File: src/hdl/wwd_pkg.sv
// Constants, register map and state type of the windowless watchdog.
// Assumes one 250 MHz core clock and a synchronous active-low reset.
// Functional notes
// A halt with oscillator interrupt enable 0 and halt-reset option 0 never resets, decrements once, then freezes.
// Leaving that halt on an external interrupt resumes counting after 256 or 4096 core clocks.
// A reset that ends a halt leaves the watchdog disabled unless the hardware-watchdog option is set.
// A halt with oscillator interrupt enable 1 enters active-halt, never resets and stops the counter.
// Leaving active-halt on an oscillator or external interrupt resumes counting at once.
// Leaving active-halt through reset resumes counting after 256 or 4096 core clocks; the code always waits 256, as the long-wake option resets to 0.
// The hardware-watchdog option keeps the watchdog always active and ignores the activation bit.
// The activation bit in bit 7 is set only by a write of 1 and cleared only by reset.
// A watchdog reset is possible only while the watchdog is active.
// The seven-bit counter in bits 6:0 is read/write and decrements every 16384 oscillator clocks.
// When active, a reset is issued as the counter goes from 40h to 3Fh.
// The control register sits at index 002Ah and resets to activation 0, counter all ones.
// Software should reload the counter just before a halt to avoid a reset right after wake-up.
// The counter decrements even while the watchdog is disabled.
// A write that leaves the watchdog active with the top counter bit clear resets at once.
// A halt while active, oscillator interrupt enable 0 and halt-reset option 1 issues a reset.
// A write loads the counter at once without restarting the prescaler.
package wwd_pkg;
  localparam logic [7:0] CTRL_IDX = 8'h2A;
  localparam logic [7:0] OPT_IDX = 8'h2B;
  localparam logic [7:0] STAT_IDX = 8'h2C;
  localparam logic [9:0] CTRL_ADDR = {CTRL_IDX, 2'b00};
  localparam logic [9:0] OPT_ADDR = {OPT_IDX, 2'b00};
  localparam logic [9:0] STAT_ADDR = {STAT_IDX, 2'b00};
  localparam int ACT_BIT = 7;
  localparam int TOP_BIT = 6;
  localparam int OPT_HALT_RST_BIT = 0;
  localparam int OPT_HW_BIT = 1;
  localparam int OPT_LONG_BIT = 2;
  localparam logic ACT_RESET = 1'b0;
  localparam logic [6:0] COUNT_RESET = 7'h7F;
  localparam logic [6:0] COUNT_TRIP = 7'h40;
  localparam logic [6:0] COUNT_AFTER_TRIP = 7'h3F;
  localparam int PRESCALE_CYCLES = 16384;
  localparam int WAKE_SHORT_CYCLES = 256;
  localparam int WAKE_LONG_CYCLES = 4096;
  localparam int WAKE_W = 13;
  typedef enum logic [2:0] {
    ST_RUN,
    ST_HALT_ONE,
    ST_FROZEN,
    ST_ACT_HALT,
    ST_DELAY
  } wwd_state_t;
endpackage

File: src/hdl/wwd_delay.sv
// Restart delay of 256 or 4096 core clocks before counting resumes.
// Assumes start_i is a one-cycle pulse; a new start reloads the delay.
`timescale 1ns/10ps
module wwd_delay
  import wwd_pkg::*;
(
  input wire logic core_clk_i,
  input wire logic resetn_i,
  input wire logic start_i,
  input wire logic long_i,
  output logic busy_o,
  output logic done_o
);
  localparam logic [WAKE_W-1:0] SHORT_LOAD = WAKE_W'(WAKE_SHORT_CYCLES - 1);
  localparam logic [WAKE_W-1:0] LONG_LOAD = WAKE_W'(WAKE_LONG_CYCLES - 1);
  logic [WAKE_W-1:0] cnt_reg;
  logic busy_reg;
  wire last = busy_reg & (cnt_reg == '0);
  always_ff @(posedge core_clk_i) begin
    if (!resetn_i) begin
      cnt_reg <= '0;
      busy_reg <= 1'b0;
    end else if (start_i) begin
      cnt_reg <= long_i ? LONG_LOAD : SHORT_LOAD;
      busy_reg <= 1'b1;
    end else if (busy_reg) begin
      cnt_reg <= cnt_reg - 1'b1;
      busy_reg <= !last;
    end
  end
  assign busy_o = busy_reg;
  assign done_o = last & !start_i;
endmodule

File: src/hdl/wwd_prescaler.sv
// Free-running divider giving one enable pulse per watchdog count step.
// Assumes a single clock; never restarted by register writes.
`timescale 1ns/10ps
module wwd_prescaler #(
  parameter int DIV = 16384
) (
  input wire logic core_clk_i,
  input wire logic resetn_i,
  output logic tick_o
);
  localparam int W = $clog2(DIV);
  localparam logic [W-1:0] LAST = W'(DIV - 1);
  logic [W-1:0] cnt_reg;
  wire wrap = (cnt_reg == LAST);
  always_ff @(posedge core_clk_i) begin
    if (!resetn_i) begin
      cnt_reg <= '0;
    end else begin
      cnt_reg <= wrap ? '0 : cnt_reg + 1'b1;
    end
  end
  assign tick_o = wrap;
endmodule

File: src/hdl/wwd_top.sv
// Watchdog top: AHB-Lite register slave, counter, halt handling, reset request.
// Assumes halt and wake inputs come from core logic on the same clock.
`timescale 1ns/10ps
module wwd_top #(
  parameter int PRESCALE = 16384,
  parameter logic HW_WDG_DEFAULT = 1'b0,
  parameter logic HALT_RST_DEFAULT = 1'b0
) (
  input wire logic core_clk_i,
  input wire logic resetn_i,
  input wire logic hsel_i,
  input wire logic [31:0] haddr_i,
  input wire logic [1:0] htrans_i,
  input wire logic hwrite_i,
  input wire logic [2:0] hsize_i,
  input wire logic [31:0] hwdata_i,
  input wire logic hready_i,
  output logic [31:0] hrdata_o,
  output logic hreadyout_o,
  output logic hresp_o,
  input wire logic osc_interrupt_enable_i,
  input wire logic halt_i,
  input wire logic ext_irq_i,
  input wire logic osc_irq_i,
  output logic wdg_reset_o
);
  import wwd_pkg::*;

  wwd_state_t state_reg, state_next;
  logic activation_bit_reg;
  logic [6:0] count_reg, count_next;
  logic halt_reset_option_reg;
  logic hw_option_reg;
  logic long_wake_reg;
  logic boot_reg;
  logic wr_ph_reg, rd_ph_reg;
  logic [9:0] ph_addr_reg;
  logic [31:0] hrdata_reg;
  logic wdg_reset_reg;
  logic tick, dly_busy, dly_done;

  // Bus decode; reads take one wait state so a preceding write is visible
  wire addr_ok = hsel_i & htrans_i[1] & hready_i;
  wire ctrl_wr = wr_ph_reg & (ph_addr_reg == CTRL_ADDR);
  wire opt_wr = wr_ph_reg & (ph_addr_reg == OPT_ADDR);
  wire wr_act = hwdata_i[ACT_BIT];
  wire [6:0] wr_count = hwdata_i[6:0];

  // Hardware option overrides the activation bit
  wire active = activation_bit_reg | hw_option_reg;
  wire dec_en = tick & ((state_reg == ST_RUN) | (state_reg == ST_HALT_ONE));
  wire halt_cmd = halt_i & (state_reg == ST_RUN);
  wire wd_fire = active & dec_en & (state_reg == ST_RUN) & !ctrl_wr & (count_reg == COUNT_TRIP);
  wire sw_fire = ctrl_wr & (wr_act | active) & !wr_count[TOP_BIT];
  wire halt_fire = halt_cmd & !osc_interrupt_enable_i & halt_reset_option_reg & active;
  wire wake_ext = ext_irq_i & ((state_reg == ST_HALT_ONE) | (state_reg == ST_FROZEN));
  wire dly_start = boot_reg | wake_ext;

  wire [31:0] rd_ctrl = {24'h00_0000, activation_bit_reg, count_reg};
  wire [31:0] rd_opt = {29'h0000_0000, long_wake_reg, hw_option_reg, halt_reset_option_reg};
  wire [31:0] rd_stat = {28'h000_0000, dly_busy, state_reg == ST_ACT_HALT,
                         state_reg == ST_FROZEN, active};
  wire [31:0] rd_mux = (ph_addr_reg == CTRL_ADDR) ? rd_ctrl :
                       (ph_addr_reg == OPT_ADDR) ? rd_opt :
                       (ph_addr_reg == STAT_ADDR) ? rd_stat : 32'h0000_0000;

  wwd_prescaler #(.DIV(PRESCALE)) u_presc (
    .core_clk_i(core_clk_i),
    .resetn_i(resetn_i),
    .tick_o(tick)
  );

  wwd_delay u_delay (
    .core_clk_i(core_clk_i),
    .resetn_i(resetn_i),
    .start_i(dly_start),
    .long_i(long_wake_reg),
    .busy_o(dly_busy),
    .done_o(dly_done)
  );

  always_comb begin
    state_next = state_reg;
    unique case (state_reg)
      ST_RUN: begin
        if (halt_cmd && osc_interrupt_enable_i) begin
          state_next = ST_ACT_HALT;
        end else if (halt_cmd && !halt_fire) begin
          state_next = ST_HALT_ONE;
        end
      end
      ST_HALT_ONE: begin
        if (ext_irq_i) begin
          state_next = ST_DELAY;
        end else if (tick) begin
          state_next = ST_FROZEN;
        end
      end
      ST_FROZEN: begin
        if (ext_irq_i) begin
          state_next = ST_DELAY;
        end
      end
      ST_ACT_HALT: begin
        if (osc_irq_i || ext_irq_i) begin
          state_next = ST_RUN;
        end
      end
      ST_DELAY: begin
        if (dly_done) begin
          state_next = ST_RUN;
        end
      end
    endcase
  end

  // Write wins over a decrement in the same cycle
  always_comb begin
    count_next = count_reg;
    if (ctrl_wr) begin
      count_next = wr_count;
    end else if (dec_en) begin
      count_next = count_reg - 7'h01;
    end
  end

  always_ff @(posedge core_clk_i) begin
    if (!resetn_i) begin
      state_reg <= ST_DELAY;
      boot_reg <= 1'b1;
      activation_bit_reg <= ACT_RESET;
      count_reg <= COUNT_RESET;
      wdg_reset_reg <= 1'b0;
    end else begin
      state_reg <= state_next;
      boot_reg <= 1'b0;
      activation_bit_reg <= activation_bit_reg | (ctrl_wr & wr_act);
      count_reg <= count_next;
      wdg_reset_reg <= wd_fire | sw_fire | halt_fire;
    end
  end

  // Option bits; hardware option is fixed by its strap default
  always_ff @(posedge core_clk_i) begin
    if (!resetn_i) begin
      halt_reset_option_reg <= HALT_RST_DEFAULT;
      hw_option_reg <= HW_WDG_DEFAULT;
      long_wake_reg <= 1'b0;
    end else if (opt_wr) begin
      halt_reset_option_reg <= hwdata_i[OPT_HALT_RST_BIT];
      long_wake_reg <= hwdata_i[OPT_LONG_BIT];
    end
  end

  always_ff @(posedge core_clk_i) begin
    if (!resetn_i) begin
      wr_ph_reg <= 1'b0;
      rd_ph_reg <= 1'b0;
      ph_addr_reg <= 10'h000;
      hrdata_reg <= 32'h0000_0000;
    end else begin
      wr_ph_reg <= addr_ok & hwrite_i;
      rd_ph_reg <= addr_ok & !hwrite_i;
      if (addr_ok) begin
        ph_addr_reg <= haddr_i[9:0];
      end
      if (rd_ph_reg) begin
        hrdata_reg <= rd_mux;
      end
    end
  end

  assign hrdata_o = hrdata_reg;
  assign hreadyout_o = !rd_ph_reg;
  assign hresp_o = 1'b0;
  assign wdg_reset_o = wdg_reset_reg;
endmodule

File: config.mk
export PLATFORM = sky130hd
export DESIGN_NAME = wwd_top
export DESIGN_NICKNAME = d
export VERILOG_FILES = /design/src/hdl/wwd_pkg.sv /design/src/hdl/wwd_delay.sv /design/src/hdl/wwd_prescaler.sv /design/src/hdl/wwd_top.sv
export SDC_FILE = /design/constraint.sdc
export NUM_CORES = 1
export LEC_CHECK = 0
export ABC_AREA = 1
export BUFFER_PORTS_ARGS = -buffer_cell sky130_fd_sc_hd__buf_2
export CAP_MARGIN = 40
export CORE_ASPECT_RATIO = 0.7
export CORE_UTILIZATION = 54
export DETAILED_ROUTE_END_ITERATION = 8
export PLACE_DENSITY = 0.85
export SLEW_MARGIN = 20
export SYNTH_ARGS = -nofsm -noshare
export SYNTH_HDL_FRONTEND = slang
export SYNTH_SLANG_ARGS = --single-unit
File: constraint.sdc
create_clock -name core_clk_i -period 3.7 [get_ports core_clk_i]
set_input_delay 0.37 -clock core_clk_i [delete_from_list [all_inputs] [get_ports core_clk_i]]
set_output_delay 0.37 -clock core_clk_i [all_outputs]
set_load 0.05 [all_outputs]
Word level (Yosys, flattened, before mapping)
Cells that the tools add are included.

storage, ports and cells
  bits in latches = 0
  bits in writable memories = 0
  memories = 0
  word-level logic and storage cells = 96
  register bits after elaboration = 87
  bits in read-only memories = 0

cells by class
  bitwise logic cells = 29
  mux-type cells = 19
  add/subtract/negate cells = 3
  divide/modulo/power cells = 0
  shifts and indexed selects = 0
  multipliers = 0
  order comparisons = 0
  reductions and logical operators = 17
  equality and inequality tests = 14

operator list
  cell                     number
  $eq A10 B8 Y1 const B    3
  $mux W13                 2
  $and A1 B1 Y1            21
  $mux W3                  7
  $pmux W3 S5              1
  $add A14 B1 Y14 const B  1
  $eq A14 B14 Y1 const B   1
  $mux W7                  2
  $logic_not A13 Y1        1
  $sub A13 B1 Y13 const B  1
  $mux W12                 1
  $logic_not A1 Y1         8
  $mux W4                  2
  $mux W8                  1
  $eq A7 B7 Y1 const B     1
  $or A1 B1 Y1             7
  $sub A7 B1 Y7 const B    1
  $eq A3 B2 Y1 const B     2
  $reduce_and A5 Y1        1
  $ne A2 B2 Y1 const B     2
  $reduce_bool A2 Y1       2
  $eq A3 B1 Y1 const B     1
  $eq A3 B3 Y1 const B     1
  $logic_not A3 Y1         1
  other kinds (8)          11

Depth between registers and ports, before layout
  depth after elaboration = 10
  gate-level depth with buffers = 12

Cells and area by module
A second synthesis with hierarchy kept.

second synthesis, totals
  cells, all modules = 508
  area total of the unflattened synthesis = 3410.8 um^2

by module, submodules not included
  module         area an instance (um^2)  instances  sequential area each (um^2)  cells each
  wwd_top        1913.1                   1          700.7                        283
  wwd_delay      795.8                    1          280.3                        121
  wwd_prescaler  701.9                    1          280.3                        104

Least setup slack after synthesis
No wires, ideal clock.

  path type = register -> register
  start point = reg u_presc.cnt_reg[0]
  end point = reg count_reg[6]
  stages on the path, launching flop included = 11
  clock period less this slack = 1445 ps
  path buffers = 0
  arrival time = 1333 ps
  required time = 3588 ps
  path slack = 2255 ps
  library setup time = 112 ps
  path through = dfxtp_1 -> ha_1 -> nand2_1 -> nor2_2 -> nand3_1 -> nor2_2 -> nand4_1 -> nand2_2 -> o21ai_1 -> inv_1 -> nand2_1

between the ends
  word-level cells in the longest chain between the ends = 3

ends and longest elaborated chain
  item                          line                 RTL
  start: declaration            wwd_prescaler.sv:13  logic [W-1:0] cnt_reg;
  start signal: assignment      wwd_prescaler.sv:19  cnt_reg <= wrap ? '0 : cnt_reg + 1'b1;
  $eq A14 B14 Y1                wwd_prescaler.sv:14  wire wrap = (cnt_reg == LAST);
  $and A1 B1 Y1                 wwd_top.sv:51        wire dec_en = tick & ((state_reg == ST_RUN) | (state_reg == ST_HALT_ONE));
  $reduce_bool A2 Y1 (no line)  --
  end signal: assignment        wwd_top.sv:138       count_reg <= count_next;
  end: declaration              wwd_top.sv:31        logic [6:0] count_reg, count_next;

No other way between the ends.
A chain may end at the register's enable or synchronous reset.

Worst setup path in the final report
Ends and elaborated chain as after synthesis.

==> flow_metrics.py <==
metrics = {
    "outcome": {
        "status": "complete, no violations",
    },
    "global_routing": {
        "grt_pass1_wl_um": 12000,
        "grt_overflow": 0,
        "grt.total_usage_pct": 24.9,
        "grt_pass1_vias": 2620,
        "grt_max_degree": 39,
        "antenna_found_initial": 0,
    },
    "timing": {
        "finalSetupViolations": 0,
        "post-route-period-util_pct": 47.9,
        "fin_crit_ps": 1770,
        "worst_slew_pin_slew_ps": 676,
        "drv_slew": 0,
        "relSlewSlack_pct": 54.8,
        "final.setup.tns_ps": 0,
        "fin_skew_ps": 7.05,
        "rsz0062_at_grt": "no",
        "fmax_ghz": 0.564,
        "hold_viol_final": 0,
    },
    "die": {
        "core-area_mm2": 0.00581,
        "num_io_pins": 113,
        "dieArea_mm2": 0.00642,
        "die_y_um": 67.3,
        "initial_core_util_pct": 56.7,
        "die_w_um": 95.3,
        "rows": 23,
    },
    "place": {
        "port_buffers": 37,
        "hpwl_um": 5320,
        "place_inst": 572,
        "gp_congestion": 0.929,
        "place_area_mm2": 0.00343,
    },
    "layout": {
        "syn2layout_area_growth_pct": 9.99,
        "finalInstanceArea_mm2": 0.00362,
        "nNetsFinal": 590,
        "largest_reg_flops": 14,
        "stdcell_count": 588,
        "n_antenna_cell": 0,
        "fin_util_pct": 62.3,
        "drive_gt1_share_pct": 13.3,
    },
    "critical_path": {
        "ff2ff_path_depth": 10,
        "critPathLaunch": "u_presc.cnt_reg[0]",
        "reg2reg_slack_ps": 1930,
        "reg2reg_to": "count_reg[6]",
        "start_kind": "flop",
        "criticalPathCategory": "flop to flop",
        "r2r_start": "u_presc.cnt_reg[0]",
        "crit_path_end_kind": "flop",
        "critPathMaxFanout": 8,
        "worstPathArrival_ps": 2020,
        "worstPathRequired_ps": 3940,
    },
    "detailed_routing": {
        "drtAntennaViolNets": 0,
        "wl_um": 7360,
        "first_pass_iters": 5,
        "drcViolationCount": 0,
        "via_per_inst": 5.20,
        "wl_per_cell_um": 12.5,
        "num_vias": 3057,
        "drtIter0Drc": 213,
    },
    "clock_tree": {
        "cts_max_level": 3,
        "clk_latency_ps": 350,
        "cts_setup_buffers": 0,
        "cts.sinks": 63,
        "cts-resized-gates": 0,
        "cts_buffer_depth": 2,
        "clk_pin_slew_ps": 70,
        "hold_buffers": 0,
        "clockRootBuffer": "clkbuf_8",
        "cts-buffers-inserted": 9,
        "cts_tree": "done",
    },
    "yosys": {
        "ys_types": 33,
        "syn-instance-count": 471,
        "ys_seq_area_share_pct": 38.3,
        "synth_area_mm2": 0.00329,
        "avgSynthCellArea_um2": 6.99,
        "ys_warn_count": 0,
        "synth-seq-cells": 63,
    },
    "hold_path": {
        "holdPathStages": 2,
        "min_delay_worst_endpoint": "rd_ph_reg",
        "hp-start": "hwrite_i",
        "hold_path.class": "input pin to flop",
    },
    "power_and_ir_drop": {
        "power_density_mw_per_mm2": 459,
        "leakage_uw": 0.00168,
        "vdd_ir_drop_max_uv": 288,
    },
    "flow_run": {
        "cap_viol_max_count": 0,
    },
}
## area by class of cell
| class | count | area, um2 |
|---|---|---|
| fill | 535 | 2190 |
| multi-input combinational | 332 | 1650 |
| sequential | 63 | 1260 |
| inverter | 65 | 244 |
| timing repair buffer | 37 | 185 |
| clock buffer | 12 | 145 |
| tap | 75 | 93.8 |
| clock inverter | 4 | 45.0 |
## layout by cell type, fill, tap and decap left out, types with 4 or more instances in the layout
master | Yosys | layout
buf_2 | 1 | 37
nor2_1 | 61 | 61
xor2_1 | 10 | 10
nand4_1 | 12 | 12
inv_1 | 63 | 63
ha_1 | 4 | 4
nand2_2 | 5 | 5
nor2_2 | 5 | 5
nand2_1 | 84 | 84
conb_1 | 1 | 25
o21ai_0 | 28 | 28
o21ai_1 | 5 | 5
clkbuf_8 | 0 | 10
o211ai_1 | 10 | 10
a31oi_1 | 4 | 4
dfxtp_1 | 63 | 63
a21oi_1 | 28 | 28
nand3_1 | 22 | 22
nor3_1 | 7 | 7
## kinds of logic after synthesis
| family | after synthesis | share of synthesized area, % |
|---|---|---|
| other | 1 | 0.114 |
| adder cells (fa/ha/maj) | 4 | 1.52 |
| AO/OA/AOI/OAI | 83 | 14.3 |
| buffers and inverters | 100 | 14.4 |
| AND/OR/NAND/NOR | 207 | 27.9 |
| flip-flops | 63 | 38.3 |
| XOR/XNOR | 13 | 3.46 |
## worst max-delay path, stage by stage (launching register included)
cell and delay (ps):
dfxtp_1 360, ha_1 170, nand2_1 90, nor2_2 140
nand3_1 170, nor2_2 190, nand4_1 150, nand2_2 180
o21ai_1 80, inv_1 90, nand2_1 50
## how the worst max path moves through the flow
stage / slack [ps] / endpoint / depth (start not counted)
finish: 1930 / count_reg[6] / 10
floorplan: 2260 / count_reg[6] / 10
global placement: 1970 / u_delay.cnt_reg[0] / 3
CTS: 1920 / count_reg[6] / 10
global route: 1750 / count_reg[6] / 10
detailed placement: 1930 / u_delay.cnt_reg[0] / 3
## routing by layer
metal  up-vias  track usage (%)  share of wire, %
li1       1547                -                 -
met1      1373             34.4                49
met2       130             37.9                42
met3         7             7.55               8.4
met4         0             6.25              0.83
met5         -                0                 0
## where the power goes
part / switching [uW] / internal (uW) / leakage, uW
sequential: 40.7 / 718 / 0.000515
clock: 262 / 326 / 0.000100
combinational: 226 / 92.1 / 0.00106
total: 528 / 1140 / 0.00168
## stage by stage
| step | hold WS (ps) | total power (uW) | setup slack, ps |
|---|---|---|---|
| after floorplan | 418 | 1040 | 2260 |
| after global placement | 427 | 1080 | 1970 |
| after detailed placement | 450 | 1080 | 1930 |
| after CTS | 201 | 1670 | 1920 |
| after global routing | 214 | 1750 | 1750 |
| final | 210 | 1660 | 1930 |
## cell usage after synthesis, drive strengths merged
| cell | instances | area [um2] |
|---|---|---|
| o211ai | 10 | 75.1 |
| nor4 | 1 | 6.26 |
| nor3 | 7 | 35.0 |
| clkbuf | 8 | 30.0 |
| o21ai | 33 | 165 |
| a31oi | 4 | 25.0 |
| nand3 | 25 | 140 |
| conb | 1 | 3.75 |
| o21bai | 1 | 7.51 |
| nand2 | 89 | 347 |
| a21oi | 29 | 156 |
| a211oi | 2 | 15.0 |
| dfxtp | 63 | 1260 |
| nand4 | 12 | 75.1 |
| o21a | 1 | 7.51 |
| xor2 | 10 | 87.6 |
| buf | 27 | 200 |
| xnor2 | 3 | 26.3 |
| ha | 4 | 50.1 |
| nand3b | 2 | 15.0 |
| nor2 | 66 | 260 |
| nor3b | 4 | 35.0 |
| inv | 65 | 244 |
| o22ai | 3 | 18.8 |
| or3 | 1 | 6.26 |
No activity file was read; power rests on OpenSTA's default activity.
